File: src/shared/lcdr_pkg.sv
// Purpose: shared constants and types for the segment LCD setup and reset block
// Assumes: 32-bit APB, one aligned word per 8-bit register
// Notes:   offsets of the three control words and the status word are fixed here
`default_nettype none
package lcdr_pkg;
	// ****************************************
	// register map
	// ****************************************
	localparam logic [11:0] OFF_MAIN = 12'h000;
	localparam logic [11:0] OFF_QCL  = 12'h004;
	localparam logic [11:0] OFF_PCD  = 12'h008;
	localparam logic [11:0] OFF_STAT = 12'h00C;

	localparam logic [7:0] MAIN_RESET = 8'h00;
	localparam logic [7:0] QCL_RESET  = 8'h00;
	localparam logic [7:0] PCD_RESET  = 8'h00;
	// implemented bits for QCL and PCD, whose holes read back as zero; MAIN_MASK keeps all eight bits
	localparam logic [7:0] MAIN_MASK  = 8'hFF;
	localparam logic [7:0] QCL_MASK   = 8'hEF;
	localparam logic [7:0] PCD_MASK   = 8'hE7;

	// ****************************************
	// field positions
	// ****************************************
	localparam int MAIN_EN_BIT   = 0;
	localparam int MAIN_RSEL_LSB = 1;
	localparam int MAIN_KIND_BIT = 6;
	localparam int QCL_CODE_LSB  = 0;
	localparam int QCL_LEN_LSB   = 5;
	localparam int PCD_BIAS_BIT  = 0;
	localparam int PCD_DUTY_LSB  = 1;
	localparam int PCD_DIV_LSB   = 5;

	// ****************************************
	// timing
	// ****************************************
	// panel clock periods in one common phase
	localparam logic [7:0] PHASE_TICKS = 8'h20;
	localparam logic [6:0] PUMP_HALF_MAX = 7'h40;
	localparam logic [2:0] PUMP_SHIFT_MAX = 3'h6;
	// resistor select codes at or above this use quick charge
	localparam logic [2:0] RSEL_QUICK_MIN = 3'h3;
	localparam logic [4:0] LEVEL_BASE = 5'h08;
	localparam logic [4:0] LEVEL_FULL = 5'h10;
	localparam logic [2:0] LEVELS_THIRD   = 3'h4;
	localparam logic [2:0] LEVELS_QUARTER = 3'h5;

	typedef enum logic [1:0] {DUTY_4, DUTY_6, DUTY_8, DUTY_NONE} lcdr_duty_t;

	typedef struct packed {
		logic [2:0] quickChargeLen;
		logic [3:0] topLevelCode;
		logic [2:0] pumpClkDivSel;
		logic [1:0] dutySel;
		logic       quarterBias;
		logic       biasKindSel;
	} lcdr_cfg_t;

	function automatic logic [3:0] comCount(input logic [1:0] duty);
		case (lcdr_duty_t'(duty))
			DUTY_6:  comCount = 4'h6;
			DUTY_8:  comCount = 4'h8;
			default: comCount = 4'h4;
		endcase
	endfunction
endpackage
`default_nettype wire

File: src/hdl/lcdr_timing.sv
// Purpose: common phase sequencer, quick charge window and pump clock divider
// Assumes: lcdTick is a one-cycle pulse per panel clock period
// Notes:   phaseEnd fires on the edge where the next phase begins
`timescale 1ns/1ps
`default_nettype none
module lcdr_timing (
	// clock and reset
	input  wire logic              mclk,
	input  wire logic              rst,
	// control
	input  wire logic              clear,
	input  wire logic              lcdTick,
	input  wire lcdr_pkg::lcdr_cfg_t cfg,
	// timing out
	output logic                   phaseEnd,
	output logic [2:0]             comIdx,
	output logic                   quickWin,
	output logic                   pumpLevel
);
	logic [7:0] tickCnt_q, tickCnt_d;
	logic [2:0] comIdx_q, comIdx_d;
	logic [6:0] pumpCnt_q, pumpCnt_d;
	logic       pump_q, pump_d;
	logic [6:0] pumpHalf;
	logic [2:0] pumpShift;
	logic [3:0] nCom;

	assign nCom = lcdr_pkg::comCount(cfg.dutySel);
	assign phaseEnd = lcdTick & ~clear & (tickCnt_q == lcdr_pkg::PHASE_TICKS - 8'h01);
	assign comIdx = comIdx_q;
	// code plus one periods from the phase start
	assign quickWin = ~clear & (tickCnt_q <= {5'h00, cfg.quickChargeLen});
	assign pumpLevel = pump_q;

	// ****************************************
	// next state
	// ****************************************
	always_comb begin
		pumpShift = (cfg.pumpClkDivSel > lcdr_pkg::PUMP_SHIFT_MAX) ?
			lcdr_pkg::PUMP_SHIFT_MAX : cfg.pumpClkDivSel;
		pumpHalf = lcdr_pkg::PUMP_HALF_MAX >> pumpShift;
		tickCnt_d = tickCnt_q;
		comIdx_d = comIdx_q;
		pumpCnt_d = pumpCnt_q;
		pump_d = pump_q;
		if (clear) begin
			tickCnt_d = 8'h00;
			comIdx_d = 3'h0;
			pumpCnt_d = 7'h00;
			pump_d = 1'b0;
		end else if (lcdTick) begin
			if (phaseEnd) begin
				tickCnt_d = 8'h00;
				comIdx_d = ({1'b0, comIdx_q} == nCom - 4'h1) ? 3'h0 : comIdx_q + 3'h1;
			end else begin
				tickCnt_d = tickCnt_q + 8'h01;
			end
			if (pumpCnt_q >= pumpHalf - 7'h01) begin
				pumpCnt_d = 7'h00;
				pump_d = ~pump_q;
			end else begin
				pumpCnt_d = pumpCnt_q + 7'h01;
			end
		end
	end

	always_ff @(posedge mclk or posedge rst) begin
		if (rst) begin
			tickCnt_q <= 8'h00;
			comIdx_q <= 3'h0;
			pumpCnt_q <= 7'h00;
			pump_q <= 1'b0;
		end else begin
			tickCnt_q <= tickCnt_d;
			comIdx_q <= comIdx_d;
			pumpCnt_q <= pumpCnt_d;
			pump_q <= pump_d;
		end
	end
endmodule // lcdr_timing
`default_nettype wire

File: src/hdl/lcdr_top.sv
// Purpose: segment LCD setup registers, internal reset and common drive control
// Assumes: panelClk and sleepMode are synchronous to mclk
// Notes:   rst is the MCU reset; while it is high every pad enable is low
//
// The APB slave port and the register offsets are this design's own decisions.
`timescale 1ns/1ps
`default_nettype none
// Function
// quick charge length is code plus one periods
// unimplemented register bits read as zero; main register bits 4, 5 and 7 read back as written
// level code selects (8+code)/16 or full
// pump divider 128 down to 2, 111=2
// duty code picks four, six or eight commons
// unused commons released to pin sharing
// bias bit selects one-third or one-quarter; with C-type bias the code always uses one-third
// software should pair eight commons with quarter
// C-type bias enables divided-clock charge pump
// third uses four levels, quarter five
// internal reset is not-enable or sleep
// sleep resets function, enable bit kept
// outputs normal, low, or floating by state
// watchdog wake reset does not float outputs
// bias kind bit R-type 0, C-type 1
// enable bit gates driver, clears at reset
// quick charge low resistance at phase start
// settings change only at phase boundaries
// all control fields reset to zero
module lcdr_top (
	// clock and reset
	input  wire logic        mclk,
	input  wire logic        rst,
	// apb slave
	input  wire logic [11:0] paddr,
	input  wire logic        psel,
	input  wire logic        penable,
	input  wire logic        pwrite,
	input  wire logic [31:0] pwdata,
	output logic [31:0]      prdata,
	output logic             pready,
	output logic             pslverr,
	// system state
	input  wire logic        sleepMode,
	input  wire logic        wdtWakeReset,
	input  wire logic        panelClk,
	// panel drive control
	output logic [7:0]       comStrobe,
	output logic [7:0]       comOe,
	output logic [7:0]       comRelease,
	output logic             segOe,
	output logic             driveLow,
	output logic             lcdReset,
	output logic             quickCharge,
	output logic [4:0]       levelNum,
	output logic [2:0]       levelCount,
	output logic             pumpEnable,
	output logic             pumpClk
);
	// ****************************************
	// declarations
	// ****************************************
	logic [7:0]  main_q, main_d;
	logic [7:0]  qcl_q, qcl_d;
	logic [7:0]  pcd_q, pcd_d;
	logic [31:0] prdata_q, prdata_d;
	logic        pready_q, pready_d;
	logic        pslverr_q, pslverr_d;
	logic        panelPrev_q, panelPrev_d;
	lcdr_pkg::lcdr_cfg_t cfg_q, cfg_d;
	lcdr_pkg::lcdr_cfg_t liveCfg;

	logic [7:0]  comStrobe_q, comStrobe_d;
	logic [7:0]  comOe_q, comOe_d;
	logic [7:0]  comRelease_q, comRelease_d;
	logic        segOe_q, segOe_d;
	logic        driveLow_q, driveLow_d;
	logic        lcdReset_q, lcdReset_d;
	logic        quick_q, quick_d;
	logic [4:0]  levelNum_q, levelNum_d;
	logic [2:0]  levelCount_q, levelCount_d;
	logic        pumpEn_q, pumpEn_d;
	logic        pumpClk_q, pumpClk_d;

	logic        setup;
	logic        wrStrobe;
	logic        mapped;
	logic [7:0]  rdByte;
	logic [7:0]  status;
	logic        funcReset;
	logic        intReset;
	logic        lcdTick;
	logic        phaseEnd;
	logic [2:0]  comIdx;
	logic        quickWin;
	logic        pumpLevel;
	logic [3:0]  nCom;
	logic [7:0]  comUsed;
	logic [7:0]  comHit;
	logic        rselQuick;
	logic        quickMode_q, quickMode_d;

	// ****************************************
	// apb slave
	// ****************************************
	// zero-wait: data prepared in setup, pready high in the first access cycle
	assign setup = psel & ~penable;
	assign wrStrobe = psel & penable & pwrite & pready_q;
	assign status = {lcdReset_q, quick_q, pumpEn_q, comIdx, levelCount_q[1:0]};

	always_comb begin
		mapped = 1'b1;
		case (paddr)
			lcdr_pkg::OFF_MAIN: rdByte = main_q;
			lcdr_pkg::OFF_QCL:  rdByte = qcl_q & lcdr_pkg::QCL_MASK;
			lcdr_pkg::OFF_PCD:  rdByte = pcd_q & lcdr_pkg::PCD_MASK;
			lcdr_pkg::OFF_STAT: rdByte = status;
			default: begin
				rdByte = 8'h00;
				mapped = 1'b0;
			end
		endcase
	end

	always_comb begin
		prdata_d = 32'h0000_0000;
		pready_d = 1'b0;
		pslverr_d = 1'b0;
		if (setup) begin
			pready_d = 1'b1;
			pslverr_d = ~mapped;
			if (!pwrite) begin
				prdata_d = {24'h00_0000, rdByte};
			end
		end
	end

	// ****************************************
	// control registers
	// ****************************************
	// enable bit is untouched by sleep; only software writes and the MCU reset change it
	always_comb begin
		main_d = main_q;
		qcl_d = qcl_q;
		pcd_d = pcd_q;
		if (wrStrobe) begin
			case (paddr)
				lcdr_pkg::OFF_MAIN: main_d = pwdata[7:0] & lcdr_pkg::MAIN_MASK;
				lcdr_pkg::OFF_QCL:  qcl_d = pwdata[7:0] & lcdr_pkg::QCL_MASK;
				lcdr_pkg::OFF_PCD:  pcd_d = pwdata[7:0] & lcdr_pkg::PCD_MASK;
				default: begin
					main_d = main_q;
				end
			endcase
		end
	end

	always_comb begin
		liveCfg.quickChargeLen = qcl_q[lcdr_pkg::QCL_LEN_LSB +: 3];
		liveCfg.topLevelCode = qcl_q[lcdr_pkg::QCL_CODE_LSB +: 4];
		liveCfg.pumpClkDivSel = pcd_q[lcdr_pkg::PCD_DIV_LSB +: 3];
		liveCfg.dutySel = pcd_q[lcdr_pkg::PCD_DUTY_LSB +: 2];
		liveCfg.quarterBias = pcd_q[lcdr_pkg::PCD_BIAS_BIT];
		liveCfg.biasKindSel = main_q[lcdr_pkg::MAIN_KIND_BIT];
	end

	// ****************************************
	// internal reset and settings shadow
	// ****************************************
	assign funcReset = ~main_q[lcdr_pkg::MAIN_EN_BIT] | sleepMode;
	// a watchdog wake restarts the sequencer but is not the pad-floating reset
	assign intReset = funcReset | wdtWakeReset;
	assign lcdTick = panelClk & ~panelPrev_q;
	assign panelPrev_d = panelClk;

	// while held in reset the shadow follows at once, nothing is being shown
	always_comb begin
		cfg_d = cfg_q;
		quickMode_d = quickMode_q;
		if (intReset || phaseEnd) begin
			cfg_d = liveCfg;
			quickMode_d = rselQuick;
		end
	end

	lcdr_timing i_lcdr_timing (
		.mclk      (mclk),
		.rst       (rst),
		.clear     (intReset),
		.lcdTick   (lcdTick),
		.cfg       (cfg_q),
		.phaseEnd  (phaseEnd),
		.comIdx    (comIdx),
		.quickWin  (quickWin),
		.pumpLevel (pumpLevel)
	);

	// ****************************************
	// common selection per pin
	// ****************************************
	assign nCom = lcdr_pkg::comCount(cfg_q.dutySel);

	genvar gi;
	generate
		for (gi = 0; gi < 8; gi++) begin : g_com
			assign comUsed[gi] = (4'(gi) < nCom);
			assign comHit[gi] = comUsed[gi] & (comIdx == 3'(gi));
		end
	endgenerate

	// ****************************************
	// drive control
	// ****************************************
	// resistor mode is shadowed with the rest so a phase never mixes settings
	assign rselQuick = main_q[lcdr_pkg::MAIN_RSEL_LSB +: 3] >= lcdr_pkg::RSEL_QUICK_MIN;

	always_comb begin
		comOe_d = comUsed;
		comRelease_d = ~comUsed;
		comStrobe_d = intReset ? 8'h00 : comHit;
		segOe_d = 1'b1;
		driveLow_d = intReset;
		lcdReset_d = funcReset;
		quick_d = ~intReset & ~cfg_q.biasKindSel & quickMode_q & quickWin;
		levelNum_d = cfg_q.topLevelCode[3] ? lcdr_pkg::LEVEL_FULL :
			lcdr_pkg::LEVEL_BASE + {2'b00, cfg_q.topLevelCode[2:0]};
		// quarter bias is only meaningful with the resistor ladder
		levelCount_d = (cfg_q.quarterBias && !cfg_q.biasKindSel) ?
			lcdr_pkg::LEVELS_QUARTER : lcdr_pkg::LEVELS_THIRD;
		pumpEn_d = cfg_q.biasKindSel & ~intReset;
		pumpClk_d = pumpEn_d & pumpLevel;
	end

	// ****************************************
	// state registers
	// ****************************************
	// every control field clears on the MCU reset; pad enables low means floating
	always_ff @(posedge mclk or posedge rst) begin
		if (rst) begin
			main_q <= lcdr_pkg::MAIN_RESET;
			qcl_q <= lcdr_pkg::QCL_RESET;
			pcd_q <= lcdr_pkg::PCD_RESET;
			prdata_q <= 32'h0000_0000;
			pready_q <= 1'b0;
			pslverr_q <= 1'b0;
			panelPrev_q <= 1'b0;
			cfg_q <= '0;
			quickMode_q <= 1'b0;
			comStrobe_q <= 8'h00;
			comOe_q <= 8'h00;
			comRelease_q <= 8'h00;
			segOe_q <= 1'b0;
			driveLow_q <= 1'b0;
			lcdReset_q <= 1'b1;
			quick_q <= 1'b0;
			levelNum_q <= 5'h00;
			levelCount_q <= 3'h0;
			pumpEn_q <= 1'b0;
			pumpClk_q <= 1'b0;
		end else begin
			main_q <= main_d;
			qcl_q <= qcl_d;
			pcd_q <= pcd_d;
			prdata_q <= prdata_d;
			pready_q <= pready_d;
			pslverr_q <= pslverr_d;
			panelPrev_q <= panelPrev_d;
			cfg_q <= cfg_d;
			quickMode_q <= quickMode_d;
			comStrobe_q <= comStrobe_d;
			comOe_q <= comOe_d;
			comRelease_q <= comRelease_d;
			segOe_q <= segOe_d;
			driveLow_q <= driveLow_d;
			lcdReset_q <= lcdReset_d;
			quick_q <= quick_d;
			levelNum_q <= levelNum_d;
			levelCount_q <= levelCount_d;
			pumpEn_q <= pumpEn_d;
			pumpClk_q <= pumpClk_d;
		end
	end

	// ****************************************
	// outputs
	// ****************************************
	assign prdata = prdata_q;
	assign pready = pready_q;
	assign pslverr = pslverr_q;
	assign comStrobe = comStrobe_q;
	assign comOe = comOe_q;
	assign comRelease = comRelease_q;
	assign segOe = segOe_q;
	assign driveLow = driveLow_q;
	assign lcdReset = lcdReset_q;
	assign quickCharge = quick_q;
	assign levelNum = levelNum_q;
	assign levelCount = levelCount_q;
	assign pumpEnable = pumpEn_q;
	assign pumpClk = pumpClk_q;
endmodule // lcdr_top
`default_nettype wire

File: config.mk
export PLATFORM = sky130hd
export DESIGN_NAME = lcdr_top
export DESIGN_NICKNAME = d
export VERILOG_FILES = /design/src/shared/lcdr_pkg.sv /design/src/hdl/lcdr_timing.sv /design/src/hdl/lcdr_top.sv
export SDC_FILE = /design/constraint.sdc
export NUM_CORES = 1
export LEC_CHECK = 0
export ABC_AREA = 1
export BUFFER_PORTS_ARGS = -buffer_cell sky130_fd_sc_hd__buf_2
export CAP_MARGIN = 5
export CORE_MARGIN = 4
export CORE_UTILIZATION = 57
export DETAILED_ROUTE_END_ITERATION = 10
export PLACE_DENSITY = 0.9
export SETUP_SLACK_MARGIN = 0.1
export SLEW_MARGIN = 20
export SYNTH_ARGS = -nofsm -noshare
export SYNTH_HDL_FRONTEND = slang
export SYNTH_SLANG_ARGS = --single-unit
File: constraint.sdc
create_clock -name mclk -period 6.39 [get_ports mclk]
set_input_delay 0.3195 -clock mclk [delete_from_list [all_inputs] [get_ports mclk]]
set_output_delay 0.3195 -clock mclk [all_outputs]
set_load 0.05 [all_outputs]
==> Yosys cells after proc, flatten, opt, wreduce, memory -nomap -nowiden <==
Index checks and enable logic that the tools add are counted.
{ "word_totals": {"register_bits": 128, "in_bits": 52, "word_cells": 131} }
{ "op_classes": {"n_addsub": 6, "magnitude_cmp": 12, "n_eq_ne": 14, "shifts": 1, "muxes": 24, "bitwise": 31, "n_reduce_logical": 14} }
{ "ops": {"columns": ["cell", "count"], "rows": [
  ["8-bit two-way mux", 6],
  ["8-bit case mux with 4 select lines", 1],
  ["12-bit by 4-bit == test with 1-bit output (second input constant)", 2],
  ["1-bit AND", 21],
  ["7-bit two-way mux", 3],
  ["3-bit by 4-bit less-than comparator with 1-bit output (first input constant)", 4],
  ["3-bit two-way mux", 5],
  ["12-bit by 3-bit == test with 1-bit output (second input constant)", 1],
  ["3-bit == test (second input constant)", 4],
  ["12-bit logical NOT", 1],
  ["2-bit AND reduction", 5],
  ["8-bit by 1-bit adder with 8-bit output (second input constant)", 1],
  ["8-bit by 5-bit == test with 1-bit output (second input constant)", 1],
  ["8-bit by 3-bit less-or-equal comparator with 1-bit output", 1],
  ["1-bit by 4-bit less-than comparator with 1-bit output (first input constant)", 2],
  ["2-bit by 4-bit less-than comparator with 1-bit output (first input constant)", 2],
  ["8-bit inverter", 1],
  ["4-bit case mux with 2 select lines", 1],
  ["7-bit by 1-bit adder with 7-bit output (second input constant)", 1],
  ["7-bit greater-or-equal comparator", 1],
  ["1-bit two-way mux", 7],
  ["1-bit inverter", 7],
  ["7-bit by 3-bit >> shifter with 7-bit output (first input constant)", 1],
  ["7-bit by 1-bit subtractor with 7-bit output (second input constant)", 1],
  ["other kinds (18)", 22]
]} }

==> Longest topological paths before layout <==
{ "logic_depth": {"depth_word": 9, "mapped_depth": 16, "depth_no_buf": 16} }

==> Cells and area by module <==
A second synthesis with hierarchy kept.
{ "unflattened": {"hier_cells": 550, "area_unflattened_um2": 4809.6} }
{ "by_module_without_submodules": {"columns": ["mod", "n_inst", "cells_each", "area_per_inst_um2", "seq_area_each_um2"], "rows": [
  ["lcdr_top", 1, 357, 3320.7, 1878.1],
  ["lcdr_timing", 1, 193, 1488.9, 475.5]
]} }

==> Worst setup path after synthesis <==
No wires, ideal clock.
{ "synth_timing": {"kind": "reg2reg", "from": "register cfg_q[5] (netlist name)", "to": "register i_lcdr_timing.pumpCnt_q[2]", "setup_ns": 0.071, "arrival_time_ns": 2.314, "t_required_ns": 6.319, "slack_ns": 4.005, "path_stages_with_launch": 15, "synth_period_minus_slack_ns": 2.385, "path_cell_list": "dfrtp_1 ha_1 a31oi_1 ha_1 inv_1 a21oi_1 o22ai_1 ha_1 nand2_1 nand2_1 a21oi_1 nand4_1 nand2_1 inv_1 nor2_1"} }
{ "synth_via": {"elab_chain_len": 8} }
{ "synth_rtl": {"columns": ["element", "line_no", "rtl"], "rows": [
  ["start, declared", "lcdr_top.sv:68", "lcdr_pkg::lcdr_cfg_t cfg_q, cfg_d;"],
  ["start signal, assigned", "lcdr_top.sv:266", "cfg_q <= cfg_d;"],
  ["3-bit greater-than comparator", "lcdr_timing.sv:39", "pumpShift = (cfg.pumpClkDivSel > lcdr_pkg::PUMP_SHIFT_MAX) ?"],
  ["3-bit two-way mux *", "lcdr_timing.sv:39", null],
  ["7-bit by 3-bit >> shifter with 7-bit output *", "lcdr_timing.sv:41", "pumpHalf = lcdr_pkg::PUMP_HALF_MAX >> pumpShift;"],
  ["7-bit by 1-bit subtractor with 7-bit output *", "lcdr_timing.sv:58", "if (pumpCnt_q >= pumpHalf - 7'h01) begin"],
  ["7-bit greater-or-equal comparator *", "lcdr_timing.sv:58", null],
  ["7-bit two-way mux *", "lcdr_timing.sv:58", null],
  ["7-bit two-way mux *", "lcdr_timing.sv:51", "end else if (lcdTick) begin"],
  ["7-bit two-way mux *", "lcdr_timing.sv:46", "if (clear) begin"],
  ["end signal, assigned", "lcdr_timing.sv:76", "pumpCnt_q <= pumpCnt_d;"],
  ["end, declared", "lcdr_timing.sv:22", "logic [6:0] pumpCnt_q, pumpCnt_d;"]
]} }
Mark *: on every way between the ends. The rest lies on a longest branch, timed or not. The select of a mux whose other input is x is not followed.
A chain may end at the register's enable or synchronous reset.

==> Worst setup path after layout <==
{ "layout_timing": {"from": "register cfg_q[6] (netlist name)", "to": "register i_lcdr_timing.pumpCnt_q[4]"} }
Same word-level chain as after synthesis.

==> summary.txt <==
Synth
  • Most instantiated library cell after synthesis: sky130_fd_sc_hd__nand2_1
  • Synthesis-stage register bit count: 96
  • Dominant cell type by area after synthesis: sky130_fd_sc_hd__dfrtp_1
  • Asr flop ratio synth: 100%
  • Most used DFF post-synth: sky130_fd_sc_hd__dfrtp_1
  • Number of flops mapped to enable cells by yosys: 0
  • Count of different cell masters after synthesis: 39
  • Warnings from Yosys: 0
  • Avg Cell Area, Syn: 8.88 µm²
  • Syn Inst Count: roughly 550
  • Summed instance area of the synthesized netlist: slightly below 5000 µm²
  • Sequential area share after synthesis: just under 50%
  • Cell types occupying the most area after synthesis: sky130_fd_sc_hd__dfrtp_1 49%, sky130_fd_sc_hd__nand2_1 7.6%, sky130_fd_sc_hd__ha_1 6.2%, sky130_fd_sc_hd__buf_4 5.4%, sky130_fd_sc_hd__inv_1 5.2%
  • Most frequent cells after synthesis: 99 x sky130_fd_sc_hd__nand2_1, 95 x sky130_fd_sc_hd__dfrtp_1, 67 x sky130_fd_sc_hd__inv_1
  • Top cell type's share of synthesized area: 48.9%

Critical path
  • WP data required: 6.69 ns
  • Max stage delay cell, worst path: sky130_fd_sc_hd__dfrtp_1
  • Kind of end point of the critical path: flip-flop
  • Top delay family on crit path: adder cells
  • Sum of buffers and inverters on the critical path: 2
  • Biggest cell delay along the critical path: 0.46 ns
  • Crit path launch: cfg_q[6]
  • Crit-path cells: ha_1 > a31oi_1 > ha_1 > inv_1 > a21oi_1 > o22ai_1 > ha_1 > nand2_1 > nand2_1 > a21oi_1 > nand4_1 > nand2_1 > inv_1 > nor2_1
  • Minimum setup slack among reg-to-reg paths: approximately 3.4 ns
  • Start of the worst register-to-register path: cfg_q[6]
  • Critical path fanouts, max: 6
  • Setup CP Type: flip-flop to flip-flop
  • Startpoint type of the worst setup path: flip-flop
  • Arrival time at the worst endpoint: roughly 3.3 ns

Global routing
  • Global-route total usage across every layer: 22.2%
  • Remaining Overflow, GRT: 0
  • Global routing usage on met1: between 20% and 30%
  • Routing usage on met3: ~3.8%
  • First-pass GRT wire length: approximately 18,000 µm
  • Via count of the first global-routing pass: a little under 4,000
  • Met2 GRT Util: a little under two fifths
  • Maximum number of pins on one net before global-route repair: 64
  • Antenna violations before repair: 0
  • Most utilized layer in the global route result: met2

Timing
  • Remaining max-slew budget at the tightest pin: 48.8%
  • Setup TNS after final layout: 0 ns
  • Fmax: 335 MHz
  • Unrepaired setup endpoints after global routing: false
  • Final period util: between 40 and 50%
  • Number of failing hold endpoints at the final stage: 0
  • Worst hold slack: approximately 0.075 ns
  • Number of setup violations in the final report: 0
  • Tightest Pin Transition: roughly 0.77 ns
  • Max Slew Vio Count: 0
  • Largest clock skew in the final design: around 0.0094 ns
  • Time the final worst path needs with I/O delays and setup: 2.99 ns

Detailed routing
  • Post-detailed-route DRC marker count: 0
  • Count of vias placed by the detailed router: approximately 4,000
  • Initial DRC Count: 290
  • Number of antenna-violating nets in the routed design: 0
  • Initial DRT Pass Iterations: 4
  • Wire length per cell: around 15 µm
  • Total wire length after detailed routing: 10,600 µm
  • DR vias/cell: roughly 5.4

Floorplanning
  • Ports: between 100 and 150
  • Total die area: roughly 10,000 µm²
  • Placeable core area: a little over 8000 µm²
  • Starting utilization of the core area: roughly three fifths
  • Floorplan die height: ~100 µm
  • Row count: 33
  • Die extent in x: ~100 µm

Clock tree
  • CTS tree: built
  • Clock-pin slew on the worst setup and hold paths: 0.09 ns
  • Clk buf depth: 2
  • Post-cts repair resize count: 0
  • Clk root buf: sky130_fd_sc_hd__clkbuf_8
  • Number of buffers created by CTS: 9
  • Postcts setup bufs: 0
  • CTS H-tree lvls: 3
  • Number of sinks on the clock net: 96
  • Skew-Pair Late Insertion Delay: about 0.37 ns
  • Number of hold buffers added after cts: 1

Outcome
  • Outcome: completed

Min path
  • Hold path startpoint: panelClk
  • Classification of the worst-slack hold path: input port to flip-flop

Cells and area
  • Final cell count without fillers: between 700 and 800
  • Final core utilization: around 65%
  • Area delta synth->final: 9.94%
  • Fraction of final layout cells sized beyond drive strength 1: about 20%
  • Total number of nets in the final design: 697
  • Diodes inserted: 0

Placement
  • Weighted congestion at the end of routability-driven global placement: about 0.86
  • Placed cell count: between 700 and 800
  • Number of I/O port buffers: 74
  • DPL Wire Length: just under 8000 µm

Pwr
  • Worst voltage drop across the vdd grid: about 0.12 mV
  • Leakage power summed over all cells: 2.87 nW
  • Power per unit of standard cell area: 207 nW/µm²

Run
  • Max-capacitance violation count: 0
## through the flow
stage	instance area, µm²	power (mW)	worst slack, ns
3_3_place_gp	5150	0.744	3.76
3_5_place_dp	5150	0.748	3.60
5_1_grt	5340	1.15	3.15
4_1_cts	5340	1.11	3.50
2_1_floorplan	4970	0.734	3.57
6_report	5340	1.11	3.40
## registers in the layout (all words and copies together), names as in the netlist, 2 cells and up
name                     flops
pcd_q                        6
prdata                       8
main_q                       8
i_lcdr_timing.pumpCnt_q      7
i_lcdr_timing.comIdx         3
cfg_q                       14
i_lcdr_timing.tickCnt_q      8
comRelease                   5
qcl_q                        7
comOe                        5
comStrobe                    8
levelCount                   2
levelNum                     5
## cell families after synthesis
| family | synth area share, % |
|---|---|
| buffers and inverters | 12.6 |
| adder cells (fa/ha/maj) | 6.18 |
| other | 0.155 |
| flip-flops | 49.5 |
| AO/OA/AOI/OAI | 7.85 |
| XOR/XNOR | 0.901 |
| AND/OR/NAND/NOR | 22.9 |
## area by class of cell
type	instances	area, µm²
clock buffers	10	128
clock inverters	6	56.3
fillers	652	2920
inverters	74	279
multi-input cells	364	1960
flip-flops and latches	96	2400
well taps	105	131
repair buffers	76	388
## path summary, 6_finish.rpt
check,end,cells past startpoint
max,i_lcdr_timing.pumpCnt_q[4],14
min,panelPrev_q,1
max reg2reg,i_lcdr_timing.pumpCnt_q[4],14
min reg2reg,levelCount[0],1
max in group asynchronous,cfg_q[1],4
min in group asynchronous,comOe[6],3
## placed cells by master (no fill, tap or decap), types with 3 or more instances in the layout
master and instances:
sky130_fd_sc_hd__nor2_1 50, sky130_fd_sc_hd__nor2_2 5, sky130_fd_sc_hd__nand3_1 38, sky130_fd_sc_hd__buf_2 74
sky130_fd_sc_hd__o21ai_0 19, sky130_fd_sc_hd__nand4_1 20, sky130_fd_sc_hd__nand2_2 5, sky130_fd_sc_hd__inv_1 66
sky130_fd_sc_hd__nor3_1 8, sky130_fd_sc_hd__nand2_4 3, sky130_fd_sc_hd__clkbuf_8 9, sky130_fd_sc_hd__ha_1 24
sky130_fd_sc_hd__clkinvlp_4 3, sky130_fd_sc_hd__nor4_1 4, sky130_fd_sc_hd__nand2_1 99, sky130_fd_sc_hd__dfrtp_1 95
sky130_fd_sc_hd__o21ai_2 10, sky130_fd_sc_hd__inv_2 5, sky130_fd_sc_hd__a21oi_1 13, sky130_fd_sc_hd__conb_1 32
sky130_fd_sc_hd__xor2_1 4, sky130_fd_sc_hd__o21ai_1 15
## layer usage
layer	vias up	share of wire (%)
li1	1850	-
met1	1874	40
met2	173	50
met3	34	6.8
met4	0	3.5
met5	-	0
## where the power goes
part	total [mW]	switching (mW)	leakage (nW)	internal [mW]
clock	0.369	0.223	0.0819	0.147
sequential	0.619	0.00468	1.26	0.615
combinational	0.118	0.0988	1.53	0.0190
No activity file was read; power rests on OpenSTA's default activity.
